## config.mk

```make
export PLATFORM = sky130hd
export DESIGN_NAME = spc_top
export DESIGN_NICKNAME = d
export VERILOG_FILES = /design/src/rtl/spc_pkg.sv /design/src/rtl/spc_stream_if.sv /design/src/rtl/spc_fifo.sv /design/src/rtl/spc_top.sv
export SDC_FILE = /design/constraint.sdc
export NUM_CORES = 1
export LEC_CHECK = 0
export BUFFER_PORTS_ARGS = -buffer_cell sky130_fd_sc_hd__buf_2
export CORE_ASPECT_RATIO = 0.9
export CORE_MARGIN = 3
export CORE_UTILIZATION = 40
export DETAILED_ROUTE_END_ITERATION = 16
export HOLD_SLACK_MARGIN = 0.08
export SYNTH_ARGS = -nofsm -noshare
export SYNTH_HDL_FRONTEND = slang
export SYNTH_SLANG_ARGS = --single-unit
```

## constraint.sdc

```tcl
create_clock -name mclk -period 11.75 [get_ports mclk]
set_input_delay 0 -clock mclk [delete_from_list [all_inputs] [get_ports mclk]]
set_output_delay 0 -clock mclk [all_outputs]
set_load 0.005 [all_outputs]
```

## src/rtl/spc_pkg.sv

```systemverilog
package spc_pkg;
    localparam int DATA_W = 24;
    localparam int WORD_W = 27;
    localparam int FIFO_DEPTH = 4;
    localparam int FRAME_W = 30;
    localparam int AXI_AW = 8;
    localparam logic [4:0] FRAME_LAST = 5'd29;
    localparam logic [1:0] FILT_LAST = 2'd2;
    localparam logic [4:0] BAL_HALF = 5'd13;

    // --------------------------------------------------------------
    // Register map
    // --------------------------------------------------------------
    localparam logic [AXI_AW-1:0] ADDR_CTRL = 8'h00;
    localparam logic [AXI_AW-1:0] ADDR_STATUS = 8'h04;
    localparam logic [AXI_AW-1:0] ADDR_FRAMES = 8'h08;
    localparam int CTRL_EDGE_OVR = 0;
    localparam int CTRL_EDGE_VAL = 1;
    localparam int CTRL_CFG_OVR = 2;
    localparam int CTRL_CFG_LO = 3;
    localparam int CTRL_DRV_OVR = 5;
    localparam int CTRL_DRV_VAL = 6;
    localparam logic [6:0] CTRL_RESET = 7'h00;
    localparam int STAT_DROP = 5;
    localparam logic [1:0] RESP_OKAY = 2'h0;
    localparam logic [1:0] RESP_SLVERR = 2'h2;

    // --------------------------------------------------------------
    // Modes and seeds
    // --------------------------------------------------------------
    localparam logic [1:0] CFG_FILT_ON = 2'h1;
    localparam logic [1:0] CFG_LEGACY_B = 2'h3;
    localparam logic [15:0] SCR_SEED = 16'hace1;
    localparam logic [15:0] PRBS_SEED = 16'h5a5a;

    typedef enum logic [1:0] {
        ST_IDLE = 2'h0,
        ST_SEND = 2'h1
    } spc_state_t;
endpackage

```

## src/rtl/spc_stream_if.sv

```systemverilog
`timescale 1ns/10ps
interface spc_stream_if #(parameter int WIDTH = 27);
    logic valid;
    logic ready;
    logic [WIDTH-1:0] data;
    modport src (output valid, output data, input ready);
    modport snk (input valid, input data, output ready);
endinterface

```

## src/rtl/spc_fifo.sv

```systemverilog
`timescale 1ns/10ps
module spc_fifo #(
    parameter int WIDTH = 27,
    parameter int DEPTH = 4
) (
    // Clock and reset
    input wire logic clk,
    input wire logic reset,
    // Streams
    spc_stream_if.snk fill,
    spc_stream_if.src drain
);
    localparam int PW = $clog2(DEPTH);

    logic [WIDTH-1:0] mem [DEPTH];
    logic [PW-1:0] wrPtr;
    logic [PW-1:0] rdPtr;
    logic [PW:0] count;

    wire push = fill.valid & fill.ready;
    wire pop = drain.valid & drain.ready;

    assign fill.ready = (count != (PW+1)'(DEPTH));
    assign drain.valid = (count != '0);
    assign drain.data = mem[rdPtr];

    always_ff @(posedge clk) begin
        if (push) begin
            mem[wrPtr] <= fill.data;
        end
    end

    always_ff @(posedge clk) begin
        if (reset) begin
            wrPtr <= '0;
            rdPtr <= '0;
            count <= '0;
        end else begin
            if (push) begin
                wrPtr <= wrPtr + 1'b1;
            end
            if (pop) begin
                rdPtr <= rdPtr + 1'b1;
            end
            count <= count + (PW+1)'(push) - (PW+1)'(pop);
        end
    end
endmodule // spc_fifo

```

## src/rtl/spc_top.sv

```systemverilog
`timescale 1ns/10ps
module spc_top (
    // Clock and reset
    input wire logic mclk,
    input wire logic rst_n,
    // Parallel pixel input
    input wire logic pixelClockIn,
    input wire logic [23:0] pixelWordIn,
    input wire logic dataEnableIn,
    input wire logic hsyncIn,
    input wire logic vsyncIn,
    output logic pixelReady,
    // Configuration pins
    input wire logic strobeEdgeSelect,
    input wire logic [1:0] modeSelect,
    input wire logic driveLevelSelect,
    input wire logic powerDown_n,
    input wire logic selftestEnable,
    // Serial link and analog controls
    output logic serialOutP,
    output logic serialOutN,
    output logic pllEnable,
    output logic driveLevel,
    output logic legacyMode,
    output logic filterActive,
    // AXI4-Lite write
    input wire logic [7:0] s_axi_awaddr,
    input wire logic s_axi_awvalid,
    output logic s_axi_awready,
    input wire logic [31:0] s_axi_wdata,
    input wire logic [3:0] s_axi_wstrb,
    input wire logic s_axi_wvalid,
    output logic s_axi_wready,
    output logic [1:0] s_axi_bresp,
    output logic s_axi_bvalid,
    input wire logic s_axi_bready,
    // AXI4-Lite read
    input wire logic [7:0] s_axi_araddr,
    input wire logic s_axi_arvalid,
    output logic s_axi_arready,
    output logic [31:0] s_axi_rdata,
    output logic [1:0] s_axi_rresp,
    output logic s_axi_rvalid,
    input wire logic s_axi_rready
);
    // ------------------------------------------------------------------
    // Functions
    // ------------------------------------------------------------------
    function automatic logic [15:0] lfsrNext(input logic [15:0] s);
        lfsrNext = {s[14:0], s[15] ^ s[13] ^ s[12] ^ s[10]};
    endfunction

    function automatic logic [4:0] onesOf(input logic [26:0] w);
        logic [4:0] n;
        n = '0;
        for (int k = 0; k < spc_pkg::WORD_W; k++) begin
            n = n + 5'(w[k]);
        end
        onesOf = n;
    endfunction

    // ------------------------------------------------------------------
    // Declarations
    // ------------------------------------------------------------------
    logic [6:0] ctrlReg;
    logic dropSticky;
    logic [31:0] frameCount;
    logic pixClkPrev;
    logic [23:0] capWord;
    logic capVsync;
    logic capValid;
    logic [1:0] rawCtl;
    wire [1:0] filtCtl;
    spc_pkg::spc_state_t state;
    logic [29:0] shiftReg;
    logic [4:0] bitCnt;
    logic [15:0] scrLfsr;
    logic [15:0] prbsLfsr;
    logic dispHigh;
    logic [7:0] awAddr;
    logic awHeld;
    logic [31:0] wData;
    logic [3:0] wStrb;
    logic wHeld;

    spc_stream_if #(.WIDTH(spc_pkg::WORD_W)) fillIf ();
    spc_stream_if #(.WIDTH(spc_pkg::WORD_W)) drainIf ();

    // ------------------------------------------------------------------
    // Effective settings
    // ------------------------------------------------------------------
    // Power-down doubles as a reset of everything but the bus handshake and the pin-level output registers
    wire pdReset = ~rst_n | ~powerDown_n;
    wire linkUp = powerDown_n;
    wire edgeRise = ctrlReg[spc_pkg::CTRL_EDGE_OVR] ?
        ctrlReg[spc_pkg::CTRL_EDGE_VAL] : strobeEdgeSelect;
    wire [1:0] cfgEff = ctrlReg[spc_pkg::CTRL_CFG_OVR] ?
        ctrlReg[spc_pkg::CTRL_CFG_LO +: 2] : modeSelect;
    wire driveEff = ctrlReg[spc_pkg::CTRL_DRV_OVR] ?
        ctrlReg[spc_pkg::CTRL_DRV_VAL] : driveLevelSelect;
    wire filtOn = (cfgEff == spc_pkg::CFG_FILT_ON);
    wire legacy = cfgEff[1];
    wire noBalance = (cfgEff == spc_pkg::CFG_LEGACY_B);
    wire bist = selftestEnable;

    // ------------------------------------------------------------------
    // Capture
    // ------------------------------------------------------------------
    // Pixel clock is oversampled, so it must stay well under mclk / 2
    wire pixRise = pixelClockIn & ~pixClkPrev;
    wire pixFall = ~pixelClockIn & pixClkPrev;
    wire capture = linkUp & (edgeRise ? pixRise : pixFall);
    wire dropNow = capture & capValid & ~fillIf.ready;

    always_ff @(posedge mclk) begin
        if (pdReset) begin
            pixClkPrev <= 1'b0;
            capWord <= '0;
            capVsync <= 1'b0;
            capValid <= 1'b0;
        end else begin
            pixClkPrev <= pixelClockIn;
            if (capture) begin
                capWord <= pixelWordIn;
                capVsync <= vsyncIn;
                capValid <= 1'b1;
            end else if (fillIf.ready) begin
                capValid <= 1'b0;
            end
        end
    end

    // ------------------------------------------------------------------
    // Control signal filter
    // ------------------------------------------------------------------
    assign rawCtl = {hsyncIn, dataEnableIn};

    generate
        for (genvar i = 0; i < 2; i++) begin : g_filt
            logic [1:0] runLen;
            logic held;
            wire differs = (rawCtl[i] != held);
            assign filtCtl[i] = held;
            always_ff @(posedge mclk) begin
                if (pdReset) begin
                    held <= 1'b0;
                    runLen <= '0;
                end else if (capture) begin
                    if (!filtOn || !differs) begin
                        held <= rawCtl[i];
                        runLen <= '0;
                    end else if (runLen == spc_pkg::FILT_LAST) begin
                        held <= rawCtl[i];
                        runLen <= '0;
                    end else begin
                        runLen <= runLen + 2'd1;
                    end
                end
            end
        end
    endgenerate

    assign fillIf.valid = capValid;
    assign fillIf.data = {capVsync, filtCtl, capWord};

    spc_fifo #(
        .WIDTH(spc_pkg::WORD_W),
        .DEPTH(spc_pkg::FIFO_DEPTH)
    ) u_fifo (
        .clk(mclk),
        .reset(pdReset),
        .fill(fillIf.snk),
        .drain(drainIf.src)
    );

    // ------------------------------------------------------------------
    // Frame build
    // ------------------------------------------------------------------
    // Frame, first bit out first: 1, 27 payload, invert flag, 0
    wire [26:0] payload = bist ?
        {prbsLfsr[10:0], prbsLfsr} : drainIf.data;
    wire [26:0] scrambled = legacy ?
        payload : payload ^ {scrLfsr[10:0], scrLfsr};
    wire heavy = (onesOf(scrambled) > spc_pkg::BAL_HALF);
    wire invert = ~noBalance & (heavy == dispHigh);
    wire [26:0] body = invert ? ~scrambled : scrambled;
    wire [29:0] frame = {1'b0, invert, body, 1'b1};
    wire idle = (state == spc_pkg::ST_IDLE);
    wire startFrame = idle & linkUp & (bist | drainIf.valid);

    assign drainIf.ready = idle & linkUp & ~bist;

    // ------------------------------------------------------------------
    // Serializer
    // ------------------------------------------------------------------
    always_ff @(posedge mclk) begin
        if (pdReset) begin
            state <= spc_pkg::ST_IDLE;
            shiftReg <= '0;
            bitCnt <= '0;
            scrLfsr <= spc_pkg::SCR_SEED;
            prbsLfsr <= spc_pkg::PRBS_SEED;
            dispHigh <= 1'b0;
            frameCount <= '0;
            serialOutP <= 1'b1;
            serialOutN <= 1'b1;
        end else begin
            case (state)
                spc_pkg::ST_IDLE: begin
                    // Idle toggling keeps the far end's clock recovery fed
                    serialOutP <= ~serialOutP;
                    serialOutN <= serialOutP;
                    if (startFrame) begin
                        shiftReg <= frame;
                        bitCnt <= '0;
                        dispHigh <= heavy ^ invert;
                        scrLfsr <= lfsrNext(scrLfsr);
                        if (bist) begin
                            prbsLfsr <= lfsrNext(prbsLfsr);
                        end
                        state <= spc_pkg::ST_SEND;
                    end
                end
                spc_pkg::ST_SEND: begin
                    serialOutP <= shiftReg[0];
                    serialOutN <= ~shiftReg[0];
                    shiftReg <= {1'b0, shiftReg[29:1]};
                    bitCnt <= bitCnt + 5'd1;
                    if (bitCnt == spc_pkg::FRAME_LAST) begin
                        frameCount <= frameCount + 32'd1;
                        state <= spc_pkg::ST_IDLE;
                    end
                end
                default: begin
                    state <= spc_pkg::ST_IDLE;
                end
            endcase
        end
    end

    // ------------------------------------------------------------------
    // Pin-level outputs
    // ------------------------------------------------------------------
    always_ff @(posedge mclk) begin
        if (!rst_n) begin
            pllEnable <= 1'b0;
            driveLevel <= 1'b0;
            legacyMode <= 1'b0;
            filterActive <= 1'b0;
            pixelReady <= 1'b0;
        end else begin
            pllEnable <= powerDown_n;
            driveLevel <= driveEff;
            legacyMode <= legacy & linkUp;
            filterActive <= filtOn & linkUp;
            pixelReady <= linkUp & (fillIf.ready | ~capValid);
        end
    end

    // ------------------------------------------------------------------
    // AXI4-Lite slave
    // ------------------------------------------------------------------
    wire awTake = s_axi_awvalid & s_axi_awready;
    wire wTake = s_axi_wvalid & s_axi_wready;
    wire doWrite = awHeld & wHeld & ~s_axi_bvalid;
    wire wrCtrl = doWrite & (awAddr == spc_pkg::ADDR_CTRL);
    wire wrStat = doWrite & (awAddr == spc_pkg::ADDR_STATUS);
    wire wrHit = wrCtrl | wrStat | (awAddr == spc_pkg::ADDR_FRAMES);
    wire [31:0] statusWord = {26'h0, dropSticky, bist, cfgEff, edgeRise,
        linkUp};
    wire rdCtrl = (s_axi_araddr == spc_pkg::ADDR_CTRL);
    wire rdStat = (s_axi_araddr == spc_pkg::ADDR_STATUS);
    wire rdFrames = (s_axi_araddr == spc_pkg::ADDR_FRAMES);
    wire rdHit = rdCtrl | rdStat | rdFrames;
    wire [31:0] rdWord = rdCtrl ? {25'h0, ctrlReg} :
        rdStat ? statusWord : rdFrames ? frameCount : 32'h0;
    wire dropClr = wrStat & wStrb[0] & wData[spc_pkg::STAT_DROP];

    always_ff @(posedge mclk) begin
        if (pdReset) begin
            ctrlReg <= spc_pkg::CTRL_RESET;
            dropSticky <= 1'b0;
        end else begin
            if (wrCtrl && wStrb[0]) begin
                ctrlReg <= wData[6:0];
            end
            // A drop in the clearing cycle still leaves the flag set
            dropSticky <= dropNow | (dropSticky & ~dropClr);
        end
    end

    always_ff @(posedge mclk) begin
        if (!rst_n) begin
            awHeld <= 1'b0;
            wHeld <= 1'b0;
            awAddr <= '0;
            wData <= '0;
            wStrb <= '0;
            s_axi_awready <= 1'b0;
            s_axi_wready <= 1'b0;
            s_axi_bvalid <= 1'b0;
            s_axi_bresp <= spc_pkg::RESP_OKAY;
        end else begin
            s_axi_awready <= ~awHeld & ~awTake;
            s_axi_wready <= ~wHeld & ~wTake;
            if (awTake) begin
                awAddr <= s_axi_awaddr;
                awHeld <= 1'b1;
            end
            if (wTake) begin
                wData <= s_axi_wdata;
                wStrb <= s_axi_wstrb;
                wHeld <= 1'b1;
            end
            if (doWrite) begin
                s_axi_bvalid <= 1'b1;
                s_axi_bresp <= wrHit ? spc_pkg::RESP_OKAY :
                    spc_pkg::RESP_SLVERR;
            end else if (s_axi_bvalid && s_axi_bready) begin
                s_axi_bvalid <= 1'b0;
                awHeld <= 1'b0;
                wHeld <= 1'b0;
            end
        end
    end

    always_ff @(posedge mclk) begin
        if (!rst_n) begin
            s_axi_arready <= 1'b0;
            s_axi_rvalid <= 1'b0;
            s_axi_rdata <= '0;
            s_axi_rresp <= spc_pkg::RESP_OKAY;
        end else if (s_axi_arvalid && s_axi_arready) begin
            s_axi_arready <= 1'b0;
            s_axi_rvalid <= 1'b1;
            s_axi_rdata <= rdWord;
            s_axi_rresp <= rdHit ? spc_pkg::RESP_OKAY :
                spc_pkg::RESP_SLVERR;
        end else if (s_axi_rvalid && s_axi_rready) begin
            s_axi_rvalid <= 1'b0;
            s_axi_arready <= 1'b1;
        end else begin
            s_axi_arready <= ~s_axi_rvalid;
        end
    end
endmodule // spc_top

```

# Word level (Yosys, flattened, before mapping)
# Memories as Yosys holds them, arrays and structs flattened. A register that Yosys moved wholly into a read port is not among the register bits.
# Cells that the tools add are included.
# W data, S select, Z words.
# totals
elab_cells	224
ram_bits	108
regBits	216
memories	1
# op_classes
n_lt_le_gt_ge	1
muxes	46
add_sub_neg	34
reduce_logical	27
bitwise_logic	59
n_eq_ne	16
# mem_list
memory	words	width	read_ports	rd_clocked_by_memory_dff	wr	line	source
u_fifo.mem	4	27	1	1	1	spc_fifo.sv:15	logic [WIDTH-1:0] mem [DEPTH];
# ops
operator	count
$add A5 B1 Y5	22
$mux W32	3
$mux W27	3
$pmux W30 S2	1
$add A32 B1 Y32 const B	1
$mux W30	1
$not A27 Y27	1
$xor A27 B27 Y27	1
$and A1 B1 Y1	25
$mux W1	22
$mux W2	11
$not A1 Y1	17
$eq A8 B3 Y1 const B	2
$eq A8 B4 Y1 const B	2
$logic_not A8 Y1	2
$reduce_and A2 Y1	6
$reduce_bool A2 Y1	6
$pmux W5 S2	1
$add A2 B1 Y2 const B	4
$or A1 B1 Y1	8
$xor A1 B1 Y1	7
$eq A2 B2 Y1 const B	3
$add A4 B1 Y5	1
$add A5 B1 Y5 const B	1
other kinds (23)	32

# Logic depth before layout (Yosys ltp)
# Gate-level depths: netlist (run 1).
# depth
ltp_word	35
ltp_mapped	27

# Cells and area by module
# From an unflattened synthesis (run 1), not the netlist that was laid out.
# hier_totals
cells_unflattened	1423
hier_area_um2	14512.7
# modules_own_cells
mod	seq_area_each_um2	cells_each	n_inst	area_per_inst_um2
spc_top	4103.9	1233	1	10099.7
spc_fifo	3423.3	190	1	4413.0

# Worst setup path after synthesis (run 1)
# No wires, ideal clock.
# synth_timing
path_kind	reg-to-reg
from	register (tool-made name)
to	register shiftReg[10]
setup_time_ns	0.138
arrival_ns	6.797
stages_incl_launch_ff	25
synth_period_minus_slack_ns	6.934
path_slack_ns	4.816
required_time_ns	11.612
path_buffers	5
path_cell_list	dfxtp_1 buf_6 buf_12 buf_4 buf_2 mux2i_1 o221ai_1 xnor2_1 fa_1 fa_1 fa_1 fa_1 inv_1 fa_1 fa_1 fa_1 inv_1 fa_1 a21o_1 a21oi_1 xor2_1 a211oi_1 or2_2 clkbuf_1 o221ai_1
# synth_lines
element	line	source
end signal: assignment	spc_top.sv:214	shiftReg <= frame;
end signal: assignment	spc_top.sv:227	shiftReg <= {1'b0, shiftReg[29:1]};
end: declaration	spc_top.sv:75	logic [29:0] shiftReg;

==> impl_metrics.yaml, run 1 <==
outcome:
  run_status: "complete, no violations"
synth:
  synth_seq_cells: 322
  syn-cell-area_um2: 13900
  syn_inst: 1328
  synthFlopType: "dfxtp_1"
  synthTopCellsByArea: "dfxtp_1, edfxtp_1, mux2i_1, nand2_1, nor2_1"
  synth_edf_count: 108
  ys_warn_count: 0
  synth.avg_cell_area_um2: 10.4
  synth_seq_area_share_pct: 54.3
  synth_area_leader_cell: "dfxtp_1"
  synth_top_cell_area_share_pct: 30.9
  async_flop_share_pct: 0
  synth_cell_types: 55
critical_path:
  cp_top_family: "adder cells"
  cp_max_fo: 34
  path_class: "reg2reg"
  cp.required_ns: 12.09
  crit_path_end_kind: "register"
  slowest_delay_ns: 0.84
  slowest_stage: "nor2_1"
  start_kind: "register"
  worstPathArrival_ns: 8.68
  path_cells: "buf_4 -> mux2i_1 -> o221ai_1 -> xnor2_1 -> fa_1 -> fa_1 -> fa_1 -> fa_1 -> inv_1 -> fa_1 -> fa_1 -> fa_1 -> inv_1 -> fa_1 -> a21o_1 -> a21oi_1 -> xor2_1 -> a211oi_2 -> buf_4 -> nor2_1 -> o221ai_1"
  crit_buf_inv: 4
  crit_top_cell: "fa_1"
clock_tree:
  clk_latency_ns: 0.54
  clk_pin_slew_worst_paths_ns: 0.06
  cts_root_buf: "clkbuf_16"
  post_cts_buffers: 0
  numCtsBuffers: 36
  cts_buffer_depth: 3
  cts_sinks: 322
  cts_tree: "done"
  cts_max_level: 2
power:
  ir_worst_vdd_v: 0.000166
  powerDensity_nw_per_um2: 192
  internal-power_w: 0.00214
  p_sw_w: 0.00110
  swShare_pct: 34.0
  combPwrFrac_pct: 28.9
  leakage_nw: 6.39
  pwr-share-seq_pct: 37.7
  pwr-share-clk_pct: 33.3
  p_total_w: 0.00324
sta:
  finalHoldViolations: 0
  fmax_mhz: 120
  finalCriticalPeriod_ns: 8.33
  final_max_slew_viol_count: 0
  max-slew-margin-rel_pct: 25.2
  finalSetupTns_ns: 0
  setup_viol: 0
  timing.final.crit_share_pct: 70.9
  clock_skew_ns: 0.0254
  rsz0062_at_grt: "false"
  tightest_slew_ns: 1.12
placement:
  gp_congestion: 0.799
  port_buffers: 110
  hpwl_um: 19500
  dp_cells: 1829
global_route:
  antenna_found_initial: 0
  grt_max_degree: 74
  grt_pass1_vias: 9766
  track_usage_pct: 17.1
  grt_overflow: 0
  grt_pass1_wl_um: 51400
final_layout:
  final_core_util_pct: 49.3
  layout.cells.non_filler: 1991
  antenna_cells: 0
  area_delta_synth_final_pct: 21.4
  fin_nets: 1631
  drive_above_1_share_pct: 13.1
  num-fill-cells: 3153
drt:
  wl_per_cell_um: 16.0
  ant_nets: 0
  drt_wl_total_um: 31900
  via_count: 10100
  viasPerCell: 5.06
  post-route-drc-count: 0
  first_pass_iters: 5
  first_iter_violations: 571
floorplanning:
  fp.dieArea_um2: 36900
  dieHeight_um: 183
  start_util_pct: 40.6
  rows: 64
  io_pins: 141
  die_w_um: 202
  core_um2: 34100
job:
  maxCapViolCount: 0
worst_hold_path:
  hp-class: "in2reg"
cell usage in the layout (no fill, tap or decap), types with 6 or more instances in the layout:
cell	n
fa_1	20
o21ai_0	29
nand4_1	12
dlygate4sd3_1	96
nor2b_1	13
inv_1	28
a22oi_1	7
edfxtp_1	108
and2_1	8
nor3_1	8
mux2i_1	94
xor2_1	43
or3_1	6
ha_1	17
nor2_1	137
o221ai_1	44
clkinv_2	11
nand2b_1	6
a21boi_0	17
xnor2_1	28
buf_2	110
dfxtp_1	212
and3_1	8
or4_1	13
clkbuf_16	36
a22o_1	25
nor4_1	6
nand2_1	207
buf_4	10
a21oi_1	65
clkbuf_1	7
nand3_1	33
cell type report:
cell class | count | area, um^2 | area share [%]
clock inverters | 19 | 155 | 0.922
clock buffers | 47 | 982 | 5.84
well taps | 462 | 578 | 3.43
inverters | 29 | 109 | 0.647
repair buffers | 216 | 1590 | 9.43
flip-flops and latches | 322 | 7530 | 44.7
multi-input cells | 896 | 5890 | 35.0
through the flow:
stage,hold WS (ns),area [um^2],setup WS (ns)
after CTS,0.0953,16800,3.34
after floorplan,0.144,13900,4.82
after global placement,0.230,14700,3.49
after global routing,0.165,16800,2.84
after detailed placement,0.237,14700,3.36
final,0.125,16800,3.42
cell families after synthesis:
group | after synthesis | synth area share (%)
compound gates | 207 | 10.3
xor+xnor | 71 | 4.49
fa+ha+maj | 37 | 4.42
buf+inv | 111 | 3.35
flops | 322 | 54.3
mux | 102 | 7.94
other cells | 1 | 0.0271
simple gates | 477 | 15.2
path summary, 6_finish.rpt:
path / start / endpoint / slack (ns) / depth (start not counted)
min: s_axi_awvalid / s_axi_awready$_SDFF_PN0_ / 0.12 / 4
max: register / shiftReg[7]$_SDFFE_PP0P_ / 3.42 / 21
min reg2reg: prbsLfsr[7]$_SDFFE_PP0P_ / prbsLfsr[8]$_SDFFE_PP0P_ / 0.47 / 2
max reg2reg: register / shiftReg[7]$_SDFFE_PP0P_ / 3.42 / 21
state kept, by name, summed over array words and instances (netlist names), 2 cells and up, named ones only:
signal and flops:
g_filt.held 2, prbsLfsr 16, u_fifo.count 3, awAddr 8, bitCnt 5, frameCount 32
u_fifo.wrPtr 2, u_fifo.rdPtr 2, u_fifo.mem 108, capWord 24, shiftReg 29, scrLfsr 16
ctrlReg 7, s_axi_rdata 32, g_filt.runLen 4, wData 7
power by group through the flow:
stage	registers, W	clock network [W]	logic [W]
5_1_grt	0.00123	0.00116	0.00107
3_3_place_gp	0.00124	0	0.000890
4_1_cts	0.00122	0.00111	0.000935
3_5_place_dp	0.00125	0	0.000908
6_report	0.00122	0.00108	0.000937
2_1_floorplan	0.00124	0	0.000687
per-layer routing:
metal  GRT usage [%]  share of wire (%)
met1            23.4                 47
met2            27.9                 47
met3            3.01                4.1
met4            4.90                2.1
met5               0                  0
tightest hold or removal path, delay by kind of cell:
family / cells / cell delay (ns)
AND/OR/NAND/NOR: 3 / 0.51
buffers and inverters: 1 / 0.10
cells in the mapped netlist, drive strengths merged (2+ instances only):
master and instances:
dfxtp 214, nand2 208, nor2 138, edfxtp 108
mux2i 96, a21oi 65, clkbuf 63, o221ai 44
xor2 43, nand3 33, inv 29, o21ai 29
xnor2 28, a22o 25, fa 20, buf 19
a21boi 18, ha 17, nor2b 13, or4 13
and2 12, nand4 12, and3 8, nor3 8
a22oi 7, nand2b 6, nor4 6, or3 6
a32o 5, and4 5, mux4 5, or2 5
a211oi 3, a21o 2, nand3b 2, nand4b 2
o211ai 2, o22ai 2
repair_timing:
action,4_1_cts,5_1_grt
gates resized for setup,0,0
hold endpoints to repair,71,0
hold buffers,96,0
endpoints found under the setup margin,0,0
No activity file was read; power rests on OpenSTA's default activity.
==> run 2: changes to the inputs <==
==> constraint.sdc (replaced) <==
create_clock -name mclk -period 8.7 [get_ports mclk]
set_input_delay 0 -clock mclk [delete_from_list [all_inputs] [get_ports mclk]]
set_output_delay 0 -clock mclk [all_outputs]
set_load 0.005 [all_outputs]
==> run 2 against run 1 <==
Compared with the run above:
- clock skew rose by 0.0019 ns
- power rose by 37%
- count of clock-buffer cells in the layout fell by 1
- clock power rose by 42%
- critical path type unchanged
- largest power group unchanged
==> impl_metrics.yaml, run 2 (synthesis results as in run 1) <==
critical_path:
  cp.required_ns: 9.03
  cp_max_fo: 34
  worstPathArrival_ns: 8.20
  endpoint: "shiftReg[21]$_SDFFE_PP0P_"
  r2r_start: "ctrlReg[2]$_SDFFE_PP0P_"
  reg2reg_depth: 20
  crit_top_cell: "fa_1"
  slowest_stage: "nor2_1"
  path_class: "reg2reg"
  worst-r2r-setup-slack_ns: 0.83
  crit_start: "ctrlReg[2]$_SDFFE_PP0P_"
  crit_path_end_kind: "register"
  start_kind: "register"
  worst_r2r_endpoint: "shiftReg[21]$_SDFFE_PP0P_"
  path_cells: "mux2i_2 -> nand2_1 -> xnor2_1 -> fa_1 -> fa_1 -> fa_1 -> fa_1 -> inv_1 -> fa_1 -> fa_1 -> fa_1 -> inv_1 -> fa_1 -> a21o_1 -> a21oi_1 -> xor2_1 -> a211oi_2 -> buf_4 -> nor2_1 -> o221ai_1"
  slowest_delay_ns: 0.84
drt:
  first_iter_violations: 603
  post-route-drc-count: 0
  first_pass_iters: 5
  via_count: 10100
  ant_nets: 0
  wl_per_cell_um: 15.8
  viasPerCell: 5.05
  drt_wl_total_um: 31600
sta:
  final_max_slew_viol_count: 0
  clock_skew_ns: 0.0273
  finalCriticalPeriod_ns: 7.87
  max-slew-margin-rel_pct: 27.3
  setup_viol: 0
  finalSetupTns_ns: 0
  tightest_slew_ns: 1.09
  fmax_mhz: 127
  finalHoldViolations: 0
  timing.final.crit_share_pct: 90.4
  rsz0062_at_grt: "false"
final_layout:
  reg_top3: "u_fifo.mem: 108 flops, frameCount: 32 flops, s_axi_rdata: 32 flops"
  num-fill-cells: 3103
  area_delta_synth_final_pct: 22.3
  largest_reg_flops: 108
  mostFrequentLayoutCell: "dfxtp_1"
  regMostFlops: "u_fifo.mem"
  fin_nets: 1635
  drive_above_1_share_pct: 13.5
  antenna_cells: 0
  layout_common_cells: "dfxtp_1, nand2_1, nor2_1"
  final_core_util_pct: 49.7
clock_tree:
  numCtsBuffers: 36
  cts_buffer_depth: 3
  cts_root_buf: "clkbuf_16"
  cts_sinks: 322
  clk_pin_slew_worst_paths_ns: 0.06
  cts_max_level: 2
  clk_latency_ns: 0.53
  post_cts_buffers: 0
  cts_tree: "done"
  cts_resized: 0
floorplanning:
  fp.dieArea_um2: 36900
  core_um2: 34100
  dieHeight_um: 183
  start_util_pct: 40.6
  io_pins: 141
  rows: 64
  die_w_um: 202
outcome:
  run_status: "complete, no violations"
job:
  maxCapViolCount: 0
power:
  pwr-share-seq_pct: 37.1
  pwr-share-clk_pct: 34.3
  ir_worst_vdd_v: 0.000205
  internal-power_w: 0.00297
  combPwrFrac_pct: 28.5
  swShare_pct: 33.3
  p_sw_w: 0.00148
  powerDensity_nw_per_um2: 262
  leakage_nw: 6.45
global_route:
  grt_pass1_wl_um: 51400
  grt_overflow: 0
  grt_pass1_vias: 9745
  track_usage_pct: 17.0
  antenna_found_initial: 0
  grt_max_degree: 74
placement:
  gp_congestion: 0.777
  hpwl_um: 19700
  port_buffers: 110
worst_hold_path:
  hp-start: "s_axi_arvalid"
  hp-class: "in2reg"
## run 2: cell count changes in the layout (fill, tap and decap cells not counted), sizes merged
cell         previous run  this run
buf                   120       122
clkbuf                 47        46
clkinvlp                0         2
inv                    32        29
bufinv                  1         3
dlygate4sd3            96        98
## run 2: how the worst min path moves through the flow
| stage | cells after the start | endpoint | slack, ns |
|---|---|---|---|
| final | 4 | s_axi_rdata[6]$_SDFFE_PN0P_ | 0.16 |
| after global routing | 3 | s_axi_arready$_SDFF_PP0_ | 0.21 |
| after CTS | 3 | s_axi_arready$_SDFF_PP0_ | 0.12 |
| after detailed placement | 3 | capWord[9]$_SDFFE_PP0P_ | 0.24 |
| after global placement | 3 | capWord[5]$_SDFFE_PP0P_ | 0.23 |
| after floorplan | 2 | capVsync$_SDFFE_PP0P_ | 0.14 |
## run 2: worst max-delay path, delay by kind of cell, from the launching register on
family	cells	cell delay, ns
muxes	1	0.70
adders and majority gates	8	3.74
AOI/OAI and AO/OA	4	0.66
DFF	1	0.47
xor gates and xnor gates	2	0.69
buffers and inverters	3	0.35
and+or+nand+nor	2	1.05
## run 2: power groups by stage
stage	sequential, W	clock [W]	combinational, W
2_1_floorplan	0.00167	0	0.000928
3_5_place_dp	0.00168	0	0.00123
5_1_grt	0.00166	0.00163	0.00143
6_report	0.00165	0.00153	0.00127
4_1_cts	0.00165	0.00156	0.00127
3_3_place_gp	0.00168	0	0.00120
## run 2: cell type report
class | count | area, um^2 | area share [%]
timing repair buffer | 220 | 1630 | 9.64
clock buffer | 46 | 1020 | 6.02
sequential | 322 | 7530 | 44.4
clock inverter | 20 | 194 | 1.14
multi-input combinational | 896 | 5890 | 34.7
tap | 462 | 578 | 3.41
inverter | 29 | 109 | 0.642
## run 2: per-layer routing
| layer | vias up | routed length [um] | GRT usage [%] |
|---|---|---|---|
| li1 | 5019 | - | - |
| met1 | 4825 | 14900 | 23.8 |
| met2 | 189 | 14900 | 27.6 |
| met5 | - | 0 | 0 |
| met3 | 45 | 1220 | 2.78 |
| met4 | 0 | 599 | 4.71 |
## run 2: repair_timing
item,CTS,global route
endpoints found under the setup margin,0,0
hold buffers,98,0
hold endpoints to repair,70,0
## run 2: stage by stage
stage / std cells / setup WS [ns] / instance area (um^2) / total power [W] / hold WS (ns)
2_1_floorplan: 1329 / 1.77 / 13900 / 0.00260 / 0.144
3_3_place_gp: 1831 / 1.00 / 14800 / 0.00289 / 0.229
3_5_place_dp: 1831 / 0.877 / 14800 / 0.00291 / 0.238
4_1_cts: 1995 / 0.829 / 17000 / 0.00448 / 0.115
5_1_grt: 1995 / 0.310 / 17000 / 0.00472 / 0.210
6_report: 1995 / 0.834 / 17000 / 0.00445 / 0.156
